[config.mk]
export PLATFORM = sky130hd
export DESIGN_NAME = i2r_rate_addr
export DESIGN_NICKNAME = d
export VERILOG_FILES = /design/src/hw/i2r_pkg.sv /design/src/hw/i2r_rate_addr.sv
export SDC_FILE = /design/constraint.sdc
export NUM_CORES = 1
export LEC_CHECK = 0
export BUFFER_PORTS_ARGS = -buffer_cell sky130_fd_sc_hd__buf_2
export CAP_MARGIN = 40
export CORE_UTILIZATION = 56
export DETAILED_ROUTE_END_ITERATION = 10
export PLACE_DENSITY = 0.78
export SLEW_MARGIN = 0
export SYNTH_ARGS = -nofsm -noshare
export SYNTH_HDL_FRONTEND = slang
export SYNTH_SLANG_ARGS = --single-unit
[constraint.sdc]
create_clock -name clk_i -period 6.9 [get_ports clk_i]
set_clock_uncertainty 0.2 [all_clocks]
set_input_delay 1.035 -clock clk_i [delete_from_list [all_inputs] [get_ports clk_i]]
set_output_delay 1.035 -clock clk_i [all_outputs]
set_load 0.1 [all_outputs]
[src/hw/i2r_pkg.sv]
`default_nettype none
package i2r_pkg;
   // *****************************************************
   // Register offsets and fields
   // *****************************************************
   localparam logic [7:0] OFS_TARGET_ID = 8'h00;
   localparam logic [7:0] OFS_RATE = 8'h04;
   localparam logic [7:0] OFS_CTRL = 8'h08;
   localparam logic [7:0] OFS_CMD = 8'h0C;
   localparam logic [7:0] OFS_STATUS = 8'h10;
   localparam int ID_ADDR_LSB = 1;
   localparam int RATE_IDX_LSB = 0;
   localparam int RATE_SCALE_LSB = 6;
   localparam int CTRL_EN = 0;
   localparam int CTRL_TEN = 1;
   localparam int CMD_START = 0;
   localparam int CMD_BYTE = 1;
   localparam int CMD_STOP = 2;
   localparam int CMD_DATA_LSB = 8;
   localparam int ST_BUSY = 0;
   localparam int ST_NACK = 1;
   localparam int ST_MATCH = 2;
   localparam int ST_SCL = 3;
   localparam int ST_SDA = 4;
   localparam logic [6:0] TARGET_ID_RST = 7'h00;
   localparam logic [7:0] RATE_RST = 8'h00;
   localparam logic [1:0] CTRL_RST = 2'h0;
   localparam logic [1:0] SCALE_X2 = 2'h1;
   localparam logic [1:0] SCALE_X4 = 2'h2;
   // *****************************************************
   // Divider and hold table, base indices 00 to 1F
   // *****************************************************
   typedef logic [31:0] i2r_entry_t;
   localparam i2r_entry_t RATE_TABLE [32] = '{
      32'h1407060B, 32'h1607070C, 32'h1808080D, 32'h1A08090E,
      32'h1C090A0F, 32'h1E090B10, 32'h220A0D12, 32'h280A1015,
      32'h1C070A0F, 32'h20070C11, 32'h24090E13, 32'h28091015,
      32'h2C0B1217, 32'h300B1419, 32'h380D181D, 32'h440D1E23,
      32'h30091219, 32'h3809161D, 32'h400D1A21, 32'h480D1E25,
      32'h50112229, 32'h5811262D, 32'h68152E35, 32'h80153A41,
      32'h50092629, 32'h60092E31, 32'h70113639, 32'h80113E41,
      32'h90194649, 32'hA0194E51, 32'hC0215E61, 32'hF0217679
   };
   typedef enum logic [2:0] {
      S_IDLE,
      S_START,
      S_LOW,
      S_HIGH,
      S_STOP_LOW,
      S_STOP_HOLD
   } i2r_state_t;
endpackage : i2r_pkg
`default_nettype wire

[src/hw/i2r_rate_addr.sv]
`default_nettype none
module i2r_rate_addr (
   // Clock and reset
   input wire logic clk_i,
   input wire logic reset_n_i,
   // APB slave
   input wire logic psel_i,
   input wire logic penable_i,
   input wire logic pwrite_i,
   input wire logic [7:0] paddr_i,
   input wire logic [31:0] pwdata_i,
   output logic [31:0] prdata_o,
   output logic pready_o,
   output logic pslverr_o,
   // Serial clock pin
   input wire logic scl_i,
   output logic scl_o,
   output logic scl_oe_o,
   // Serial data pin
   input wire logic sda_i,
   output logic sda_o,
   output logic sda_oe_o,
   // Transfer control side
   output logic addr_match_o
);
   // *****************************************************
   // Pin synchronisers
   // *****************************************************
   logic [1:0] scl_sync_reg;
   logic [1:0] sda_sync_reg;
   logic scl_q_reg;
   logic sda_q_reg;
   logic scl_s;
   logic sda_s;
   assign scl_s = scl_sync_reg[1];
   assign sda_s = sda_sync_reg[1];

   always_ff @(posedge clk_i or negedge reset_n_i)
   begin
      if (!reset_n_i)
      begin
         scl_sync_reg <= 2'h3;
         sda_sync_reg <= 2'h3;
         scl_q_reg <= 1'b1;
         sda_q_reg <= 1'b1;
      end
      else
      begin
         scl_sync_reg <= {scl_sync_reg[0], scl_i};
         sda_sync_reg <= {sda_sync_reg[0], sda_i};
         scl_q_reg <= scl_s;
         sda_q_reg <= sda_s;
      end
   end

   // *****************************************************
   // APB register file
   // *****************************************************
   logic [6:0] own_addr_reg;
   logic [7:0] rate_reg;
   logic [1:0] ctrl_reg;
   logic [31:0] prdata_reg;
   logic [4:0] status_w;
   logic [31:0] rd_data;
   logic sel_id;
   logic sel_rate;
   logic sel_ctrl;
   logic sel_cmd;
   logic sel_stat;
   logic hit;
   logic wr_en;
   logic cmd_wr;
   logic busy;
   assign sel_id = paddr_i == i2r_pkg::OFS_TARGET_ID;
   assign sel_rate = paddr_i == i2r_pkg::OFS_RATE;
   assign sel_ctrl = paddr_i == i2r_pkg::OFS_CTRL;
   assign sel_cmd = paddr_i == i2r_pkg::OFS_CMD;
   assign sel_stat = paddr_i == i2r_pkg::OFS_STATUS;
   assign hit = sel_id | sel_rate | sel_ctrl | sel_cmd | sel_stat;
   assign wr_en = psel_i & penable_i & pwrite_i;
   assign cmd_wr = wr_en & sel_cmd & ~busy & ctrl_reg[i2r_pkg::CTRL_EN];
   assign rd_data = sel_id ? {24'h000000, own_addr_reg, 1'b0} :
                    sel_rate ? {24'h000000, rate_reg} :
                    sel_ctrl ? {30'h00000000, ctrl_reg} :
                    sel_stat ? {27'h0000000, status_w} : 32'h00000000;
   assign prdata_o = prdata_reg;
   assign pready_o = 1'b1;
   assign pslverr_o = psel_i & penable_i & ~hit;

   always_ff @(posedge clk_i or negedge reset_n_i)
   begin
      if (!reset_n_i)
      begin
         own_addr_reg <= i2r_pkg::TARGET_ID_RST;
         rate_reg <= i2r_pkg::RATE_RST;
         ctrl_reg <= i2r_pkg::CTRL_RST;
         prdata_reg <= 32'h00000000;
      end
      else
      begin
         if (wr_en & sel_id)
            own_addr_reg <= pwdata_i[i2r_pkg::ID_ADDR_LSB +: 7];
         if (wr_en & sel_rate)
            rate_reg <= pwdata_i[7:0];
         if (wr_en & sel_ctrl)
            ctrl_reg <= pwdata_i[1:0];
         if (psel_i & ~penable_i)
            prdata_reg <= rd_data;
      end
   end

   // *****************************************************
   // Divider and hold selection
   // *****************************************************
   logic [5:0] idx;
   logic [1:0] scale;
   logic [4:0] base_idx;
   logic [2:0] k_w;
   logic [1:0] ms_w;
   i2r_pkg::i2r_entry_t entry;
   logic [15:0] b_div;
   logic [15:0] b_sda;
   logic [15:0] b_start;
   logic [15:0] b_stop;
   logic [15:0] sc_div;
   logic [15:0] sc_sda;
   logic [15:0] sc_start;
   logic [15:0] sc_stop;
   logic [15:0] period;
   logic [15:0] sda_hold;
   logic [15:0] start_hold;
   logic [15:0] stop_hold;
   logic [15:0] half_low;
   logic [15:0] half_high;
   assign idx = rate_reg[i2r_pkg::RATE_IDX_LSB +: 6];
   assign scale = rate_reg[i2r_pkg::RATE_SCALE_LSB +: 2];
   // Indices 20..3F scale the 18..1F row by powers of two
   assign base_idx = idx[5] ? {2'h3, idx[2:0]} : idx[4:0];
   assign k_w = idx[5] ? {1'b0, idx[4:3]} + 3'h1 : 3'h0;
   assign entry = i2r_pkg::RATE_TABLE[base_idx];
   assign b_div = {8'h00, entry[31:24]};
   assign b_sda = {8'h00, entry[23:16]};
   assign b_start = {8'h00, entry[15:8]};
   assign b_stop = {8'h00, entry[7:0]};
   assign sc_div = b_div << k_w;
   assign sc_sda = ((b_sda - 16'h0001) << k_w) + 16'h0001;
   assign sc_start = ((b_start + 16'h0002) << k_w) - 16'h0002;
   assign sc_stop = idx[5] ? sc_start + 16'h0003 : b_stop;
   // Reserved scale code falls back to a factor of one
   assign ms_w = (scale == i2r_pkg::SCALE_X4) ? 2'h2 :
                 (scale == i2r_pkg::SCALE_X2) ? 2'h1 : 2'h0;
   assign period = sc_div << ms_w;
   assign sda_hold = sc_sda << ms_w;
   assign start_hold = sc_start << ms_w;
   assign stop_hold = sc_stop << ms_w;
   assign half_low = {1'b0, period[15:1]};
   assign half_high = period - half_low;

   // *****************************************************
   // Bus sequencer
   // *****************************************************
   i2r_pkg::i2r_state_t state_reg;
   logic [15:0] cnt_reg;
   logic [15:0] cnt_next;
   logic [3:0] bit_cnt_reg;
   logic [7:0] tx_reg;
   logic pend_start_reg;
   logic pend_byte_reg;
   logic pend_stop_reg;
   logic nack_reg;
   logic scl_drv_reg;
   logic sda_drv_reg;
   assign cnt_next = cnt_reg + 16'h0001;
   assign busy = (state_reg != i2r_pkg::S_IDLE) | pend_start_reg |
                 pend_byte_reg | pend_stop_reg;
   assign scl_o = 1'b0;
   assign sda_o = 1'b0;
   assign scl_oe_o = scl_drv_reg;
   assign sda_oe_o = sda_drv_reg;

   always_ff @(posedge clk_i or negedge reset_n_i)
   begin
      if (!reset_n_i)
      begin
         state_reg <= i2r_pkg::S_IDLE;
         cnt_reg <= 16'h0000;
         bit_cnt_reg <= 4'h0;
         tx_reg <= 8'h00;
         pend_start_reg <= 1'b0;
         pend_byte_reg <= 1'b0;
         pend_stop_reg <= 1'b0;
         nack_reg <= 1'b0;
         scl_drv_reg <= 1'b0;
         sda_drv_reg <= 1'b0;
      end
      else
      begin
         cnt_reg <= cnt_next;
         if (cmd_wr)
         begin
            pend_start_reg <= pwdata_i[i2r_pkg::CMD_START];
            pend_byte_reg <= pwdata_i[i2r_pkg::CMD_BYTE];
            pend_stop_reg <= pwdata_i[i2r_pkg::CMD_STOP];
            tx_reg <= pwdata_i[i2r_pkg::CMD_DATA_LSB +: 8];
         end
         unique case (state_reg)
            i2r_pkg::S_IDLE:
            begin
               cnt_reg <= 16'h0000;
               if (pend_start_reg & scl_s & sda_s)
               begin
                  sda_drv_reg <= 1'b1;
                  state_reg <= i2r_pkg::S_START;
               end
               // Clock line fell one cycle ago, count from one
               else if (pend_byte_reg & ~pend_start_reg)
               begin
                  bit_cnt_reg <= 4'h0;
                  cnt_reg <= 16'h0001;
                  state_reg <= i2r_pkg::S_LOW;
               end
               else if (pend_stop_reg & ~pend_start_reg & ~pend_byte_reg)
               begin
                  cnt_reg <= 16'h0001;
                  state_reg <= i2r_pkg::S_STOP_LOW;
               end
            end
            i2r_pkg::S_START:
               if (cnt_next >= start_hold)
               begin
                  scl_drv_reg <= 1'b1;
                  pend_start_reg <= 1'b0;
                  state_reg <= i2r_pkg::S_IDLE;
               end
            i2r_pkg::S_LOW:
            begin
               if (cnt_next == sda_hold)
                  sda_drv_reg <= (bit_cnt_reg == 4'h8) ? 1'b0 : ~tx_reg[7];
               if (cnt_next >= half_low)
               begin
                  scl_drv_reg <= 1'b0;
                  cnt_reg <= 16'h0000;
                  state_reg <= i2r_pkg::S_HIGH;
               end
            end
            i2r_pkg::S_HIGH:
               // Waits out clock stretching by other parties
               if (cnt_next >= half_high && scl_s)
               begin
                  scl_drv_reg <= 1'b1;
                  cnt_reg <= 16'h0000;
                  if (bit_cnt_reg == 4'h8)
                  begin
                     nack_reg <= sda_s;
                     pend_byte_reg <= 1'b0;
                     state_reg <= i2r_pkg::S_IDLE;
                  end
                  else
                  begin
                     bit_cnt_reg <= bit_cnt_reg + 4'h1;
                     tx_reg <= {tx_reg[6:0], 1'b0};
                     state_reg <= i2r_pkg::S_LOW;
                  end
               end
            i2r_pkg::S_STOP_LOW:
            begin
               if (cnt_next == sda_hold)
                  sda_drv_reg <= 1'b1;
               if (cnt_next >= half_low)
               begin
                  scl_drv_reg <= 1'b0;
                  cnt_reg <= 16'h0000;
                  state_reg <= i2r_pkg::S_STOP_HOLD;
               end
            end
            i2r_pkg::S_STOP_HOLD:
               if (cnt_next >= stop_hold && scl_s)
               begin
                  sda_drv_reg <= 1'b0;
                  pend_stop_reg <= 1'b0;
                  state_reg <= i2r_pkg::S_IDLE;
               end
            default:
               state_reg <= i2r_pkg::S_IDLE;
         endcase
      end
   end

   // *****************************************************
   // Address monitor
   // *****************************************************
   logic mon_active_reg;
   logic [3:0] mon_cnt_reg;
   logic [1:0] byte_idx_reg;
   logic [6:0] shift_reg;
   logic match_reg;
   logic match_seen_reg;
   logic start_det;
   logic stop_det;
   logic scl_rise;
   logic byte_done;
   logic [7:0] byte_w;
   logic addr_hit;
   assign start_det = scl_s & scl_q_reg & sda_q_reg & ~sda_s;
   assign stop_det = scl_s & scl_q_reg & ~sda_q_reg & sda_s;
   assign scl_rise = scl_s & ~scl_q_reg;
   assign byte_done = scl_rise & mon_active_reg & (mon_cnt_reg == 4'h7);
   assign byte_w = {shift_reg, sda_s};
   assign addr_hit = ctrl_reg[i2r_pkg::CTRL_TEN] ?
                     (byte_idx_reg == 2'h1 && byte_w[6:0] == own_addr_reg) :
                     (byte_idx_reg == 2'h0 && byte_w[7:1] == own_addr_reg);
   assign addr_match_o = match_reg;
   assign status_w[i2r_pkg::ST_BUSY] = busy;
   assign status_w[i2r_pkg::ST_NACK] = nack_reg;
   assign status_w[i2r_pkg::ST_MATCH] = match_seen_reg;
   assign status_w[i2r_pkg::ST_SCL] = scl_s;
   assign status_w[i2r_pkg::ST_SDA] = sda_s;

   always_ff @(posedge clk_i or negedge reset_n_i)
   begin
      if (!reset_n_i)
      begin
         mon_active_reg <= 1'b0;
         mon_cnt_reg <= 4'h0;
         byte_idx_reg <= 2'h0;
         shift_reg <= 7'h00;
         match_reg <= 1'b0;
         match_seen_reg <= 1'b0;
      end
      else
      begin
         match_reg <= byte_done & addr_hit & ctrl_reg[i2r_pkg::CTRL_EN];
         if (start_det | stop_det)
         begin
            mon_active_reg <= start_det;
            mon_cnt_reg <= 4'h0;
            byte_idx_reg <= 2'h0;
            match_seen_reg <= 1'b0;
         end
         else if (scl_rise & mon_active_reg)
         begin
            if (mon_cnt_reg == 4'h8)
            begin
               mon_cnt_reg <= 4'h0;
               if (byte_idx_reg != 2'h3)
                  byte_idx_reg <= byte_idx_reg + 2'h1;
            end
            else
            begin
               shift_reg <= byte_w[6:0];
               mon_cnt_reg <= mon_cnt_reg + 4'h1;
            end
         end
         if (match_reg)
            match_seen_reg <= 1'b1;
      end
   end
endmodule : i2r_rate_addr
`default_nettype wire

# Word-level counts from Yosys, hierarchy flattened
# Memory sizes are Yosys's and may differ from the RTL's.
# Cells that the tools add are included.
# word_totals
in_bits	47
romBits	1024
n_memories	1
reg_bits	108
out_inout_bits	39
# op_classes
n_shift	7
n_reduce_logical	23
bitwise	45
magnitude_cmp	5
muxes	66
n_eq_ne	32
addsub	11
# memory_table
memory	depth	width	read_ports	rd_ports_with_merged_regs	wr	line	source
(no name shown)	32	32	1	0	0	i2r_rate_addr.sv:140	assign entry = i2r_pkg::RATE_TABLE[base_idx];
# ops
operator	n
2-to-1 mux 32 bit	2
<< shifter 16 x 2 -> 16 bit	4
greater-or-equal comparator 16 bit	3
2-to-1 mux 16 bit	3
2-to-1 mux 8 bit	6
case mux 16 bit (3 select lines)	1
adder 16 x 1 -> 16 bit, second input constant	2
2-to-1 mux 4 bit	7
2-to-1 mux 3 bit	9
AND 1 bit	25
2-to-1 mux 1 bit	25
!= test 2 bit, second input constant	12
case mux 3 bit (6 select lines)	1
adder 16 x 2 -> 16 bit, second input constant	1
== test 16 bit	1
== test 8 x 4 -> 1 bit, second input constant	2
greater-or-equal comparator 16 x 15 -> 1 bit	1
<< shifter 16 x 3 -> 16 bit	1
<< shifter 8 x 3 -> 16 bit	1
<< shifter 9 x 3 -> 16 bit	1
subtractor 16 x 15 -> 16 bit	1
subtractor 16 x 2 -> 16 bit, second input constant	1
2-to-1 mux 5 bit	3
== test 7 bit	2
36 further kinds	74

# Longest topological paths before layout
# depth
word_depth	15
mapped_depth	36

# Worst setup path before layout
# No wires, ideal clock.
# synth_timing
path_kind	reg2reg
start	register rate_reg[3]
end	register cnt_reg[15]
path_buffers	6
synth_period_minus_slack_ns	6.755
setup_time_ns	0.134
t_arrival_ns	6.421
stages_incl_launch_ff	32
path_slack_ns	0.145
required_time_ns	6.566
cell_sequence	dfrtp_1 buf_4 buf_6 buf_2 buf_1 buf_1 nand3_1 o21ai_0 nor2_1 a31oi_1 o21ai_0 nand2b_1 nor2_1 nor2_1 o21ai_0 inv_1 ha_1 nand2_1 o21ai_0 o21ai_0 nand2b_1 a2111oi_0 o31ai_1 a21oi_1 xor2_1 ha_1 nand2_1 o41ai_1 o21ai_1 a211oi_1 clkbuf_1 nor2_1
# synth_via
elab_chain_len	12
# synth_lines
element	line	source
start: declaration	i2r_rate_addr.sv:60	logic [7:0] rate_reg;
start signal: assignment	i2r_rate_addr.sv:95	rate_reg <= i2r_pkg::RATE_RST;
start signal: assignment	i2r_rate_addr.sv:104	rate_reg <= pwdata_i[7:0];
2-to-1 mux 5 bit	i2r_rate_addr.sv:138	assign base_idx = idx[5] ? {2'h3, idx[2:0]} : idx[4:0];
NOT 5 -> 6 bit (not written as such)	i2r_rate_addr.sv:140	
memory (32 x 32 bit)	--	
2-to-1 mux 32 bit (not written as such) (2 in a row)	i2r_rate_addr.sv:140	
<< shifter 8 x 3 -> 16 bit *	i2r_rate_addr.sv:145	assign sc_div = b_div << k_w;
<< shifter 16 x 2 -> 16 bit *	i2r_rate_addr.sv:152	assign period = sc_div << ms_w;
subtractor 16 x 15 -> 16 bit	i2r_rate_addr.sv:157	assign half_high = period - half_low;
greater-or-equal comparator 16 bit	i2r_rate_addr.sv:248	if (cnt_next >= half_high && scl_s)
logical AND 1 bit	i2r_rate_addr.sv:248	
2-to-1 mux 16 bit	i2r_rate_addr.sv:248	
case mux 16 bit (3 select lines) *	i2r_rate_addr.sv:206	unique case (state_reg)
end signal: assignment	i2r_rate_addr.sv:198	cnt_reg <= cnt_next;
end: declaration	i2r_rate_addr.sv:163	logic [15:0] cnt_reg;
# Mark *: on every way between the ends. The rest lies on a longest branch, timed or not. The select of a mux whose other input is x is not followed.
# A chain may end at the register's enable or synchronous reset.

# Final worst setup path
# layout_timing
start	register rate_reg[0]
end	register bit_cnt_reg[0]
# layout_via
elab_chain_len	12
# layout_lines
element	line	source
2-to-1 mux 5 bit	i2r_rate_addr.sv:138	
NOT 5 -> 6 bit (not written as such)	i2r_rate_addr.sv:140	
memory (32 x 32 bit)	--	
2-to-1 mux 32 bit (not written as such) (2 in a row)	i2r_rate_addr.sv:140	
<< shifter 8 x 3 -> 16 bit	i2r_rate_addr.sv:145	
<< shifter 16 x 2 -> 16 bit	i2r_rate_addr.sv:152	
subtractor 16 x 15 -> 16 bit	i2r_rate_addr.sv:157	
greater-or-equal comparator 16 bit	i2r_rate_addr.sv:248	
logical AND 1 bit	i2r_rate_addr.sv:248	
!= test 2 bit (no source line)	--	
AND reduction 5 bit (no source line)	--	
end signal: assignment	i2r_rate_addr.sv:260	bit_cnt_reg <= bit_cnt_reg + 4'h1;
end: declaration	i2r_rate_addr.sv:165	logic [3:0] bit_cnt_reg;
# No other way between the ends. The select of a mux whose other input is x is not followed.

==> reports/metrics.yaml <==
num_antenna_cells: 0
dieWidth_um: 142
grt_pass1_vias: 10600
clockBufferDepth: 2
fmax_mhz: 153
slew_headroom: 0.517
drt-vias-per-instance: 6.44
ys_ff_latch: 84
p_per_area_nw_per_um2: 172
cts.htree.levels: 3
start_util: 0.570
cp-start-kind: "flip-flop"
slowest_stage: "dfrtp_1"
wl_um: 33100
critPathRequiredTime_ns: 6.89
wl_per_cell_um: 18.6
setup_viol_count_final: 0
path_max_fanout: 15
clock_sinks: 84
gp_congestion: 0.956
worstRegToRegCells: 32
regArea_um2: 2110
regToRegEndpoint: "bit_cnt_reg[0]"
grt_remaining_overflow: 0
io_pins: 86
outcome: "complete, no violations"
reg2reg_slack_ns: 0.37
r2r_start: "rate_reg[0]"
syn_area_per_cell_um2: 7.47
power_leakage_uw: 0.00532
tightestPinTransition_ns: 0.723
synth_top_area_frac: 0.177
antenna_found_initial: 0
cts_hold_buf: 0
coreArea_um2: 19400
postLayoutCellArea_um2: 12100
drive_gt1_frac: 0.137
synthTopCellsByCount: "nor2_1 (162), nand2_1 (141), o21ai_0 (107), a21oi_1 (101), ha_1 (96)"
drtIter0Drc: 1301
async_flop_share: 1.00
grtUsageTotal: 0.330
largest_register_ffs: 16
worstPathArrival_ns: 6.53
port_buffers: 42
clockRootBuffer: "clkbuf_16"
ys_seq_area_frac: 0.191
p_total_uw: 2080
fin_nets: 1654
area_growth_pct: 9.38
fp.dieH_um: 142
tns_ns: 0
max-vdd-ir-drop_mv: 0.205
pre_cts_ws_ns: -0.280
yosysTopAreaCell: "dfrtp_1"
setup.worst_path.start: "rate_reg[0]"
maxCapViolations: 0
cts_buffers: 9
drc: 0
multi_input_area_um2: 8370
holdWs_ns: 0.158
hp-class: "reg2reg"
dr.pass1.iters: 5
cts.clk_slew.worst_paths_ns: 0.06
endpoint: "bit_cnt_reg[0]"
dieArea_um2: 20300
yosys_most_used_dff: "dfrtp_1"
post_dp_cell_area_um2: 11600
clock_insertion_delay_worst_skew_ns: 0.34
yosysMostFrequentCell: "nor2_1"
endpoint_kind: "flip-flop"
fin_crit_ns: 6.53
cts_tree: "yes"
cpPeakStageDelay_ns: 0.35
synth_edf_count: 0
synthCells: 1479
ys_warn_count: 0
ant_nets: 0
cpMostUsedCell: "a21o_1"
grt_max_degree: 64
min_period_over_period: 0.947
critPathKind: "reg2reg"
nFillCells: 1730
syn_area_um2: 11100
netlist-cell-type-count: 93
grt_first_pass_wirelength_um: 53300
rows: 51
dp_hpwl_um: 25500
ys_top_cells_by_area: "dfrtp_1 (18%), ha_1 (11%), nor2_1 (5.5%)"
post-route-worst-setup-slack_ns: 0.365
final_max_slew_viol_count: 0
hold_viol: 0
via_count: 11500
-- per-layer routing --
metal | vias to the layer above | global-route usage | part of all wire
met1 | 5415 | 0.423 | 0.42
met2 | 535 | 0.557 | 0.47
li1 | 5415 | - | -
met3 | 105 | 0.0326 | 0.075
met5 | - | 0 | 0
met4 | 0 | 0.158 | 0.039
-- logic make-up after synthesis --
family,count (synthesis),share of synthesized area
compound gates,469,0.283
simple gates,512,0.220
xor+xnor,91,0.0721
flops,84,0.191
other cells,2,0.000680
fa+ha+maj,97,0.110
mux,53,0.0516
buf+inv,171,0.0723
-- through the flow --
step | cells | util
6_report | 1781 | 0.623
5_1_grt | 1781 | 0.623
4_1_cts | 1777 | 0.615
3_5_place_dp | 1761 | 0.598
3_3_place_gp | 1755 | 0.595
2_1_floorplan | 1504 | -
-- worst max-delay path: cells and delay by family (launching register included) --
kind | cells | cell delay [ns]
flip-flops | 1 | 0.35
AND/OR/NAND/NOR | 5 | 0.85
multiplexers | 1 | 0.32
AO/OA/AOI/OAI | 18 | 2.94
adder cells (fa/ha/maj) | 3 | 0.88
XOR/XNOR | 1 | 0.20
buffers and inverters | 4 | 0.63
-- power by group --
part	switching [uW]	leakage [uW]	internal, uW
combinational	555	0.00409	379
clock	205	0.000156	319
sequential	78.2	0.00107	542
-- cell type report --
| cell class | instances | area share |
|---|---|---|
| multi-input combinational | 1249 | 0.692 |
| timing repair buffer | 107 | 0.0599 |
| sequential | 84 | 0.175 |
| clock inverter | 7 | 0.00818 |
| clock buffer | 9 | 0.0186 |
| tap | 265 | 0.0274 |
| inverter | 60 | 0.0186 |
-- worst min path at each step --
| stage | start | to | slack [ns] | cells past startpoint |
|---|---|---|---|---|
| 2_1_floorplan | scl_sync_reg[0] | scl_sync_reg[1] | 0.15 | 0 |
| 3_3_place_gp | sda_sync_reg[0] | sda_sync_reg[1] | 0.15 | 0 |
| 3_5_place_dp | sda_sync_reg[0] | sda_sync_reg[1] | 0.15 | 0 |
| 4_1_cts | sda_sync_reg[0] | sda_sync_reg[1] | 0.16 | 0 |
| 5_1_grt | sda_sync_reg[0] | sda_sync_reg[1] | 0.16 | 0 |
| 6_report | sda_sync_reg[0] | sda_sync_reg[1] | 0.16 | 0 |
-- cells in the final DEF, fill, tap and decap left out, drive strengths merged, types with 27 or more instances in the layout --
| master | synthesis | routed |
|---|---|---|
| mux2 | 29 | 29 |
| inv | 58 | 59 |
| a21oi | 102 | 102 |
| nor3 | 30 | 30 |
| a211oi | 28 | 28 |
| a21o | 45 | 45 |
| ha | 96 | 96 |
| xnor2 | 58 | 58 |
| dfrtp | 78 | 78 |
| o21ai | 112 | 112 |
| xor2 | 33 | 33 |
| nand3 | 45 | 45 |
| conb | 2 | 27 |
| buf | 58 | 107 |
| nor2 | 162 | 162 |
| nand2 | 141 | 141 |
-- repair_timing --
item / CTS / global route
pin swaps: 0 / 4
buffers inserted: 0 / 4
resized for setup: 2 / 32
hold endpoints to repair: 0 / 0
endpoints found under the setup margin: 28 / 37
Note: power is estimated with default switching activity, not from simulation.
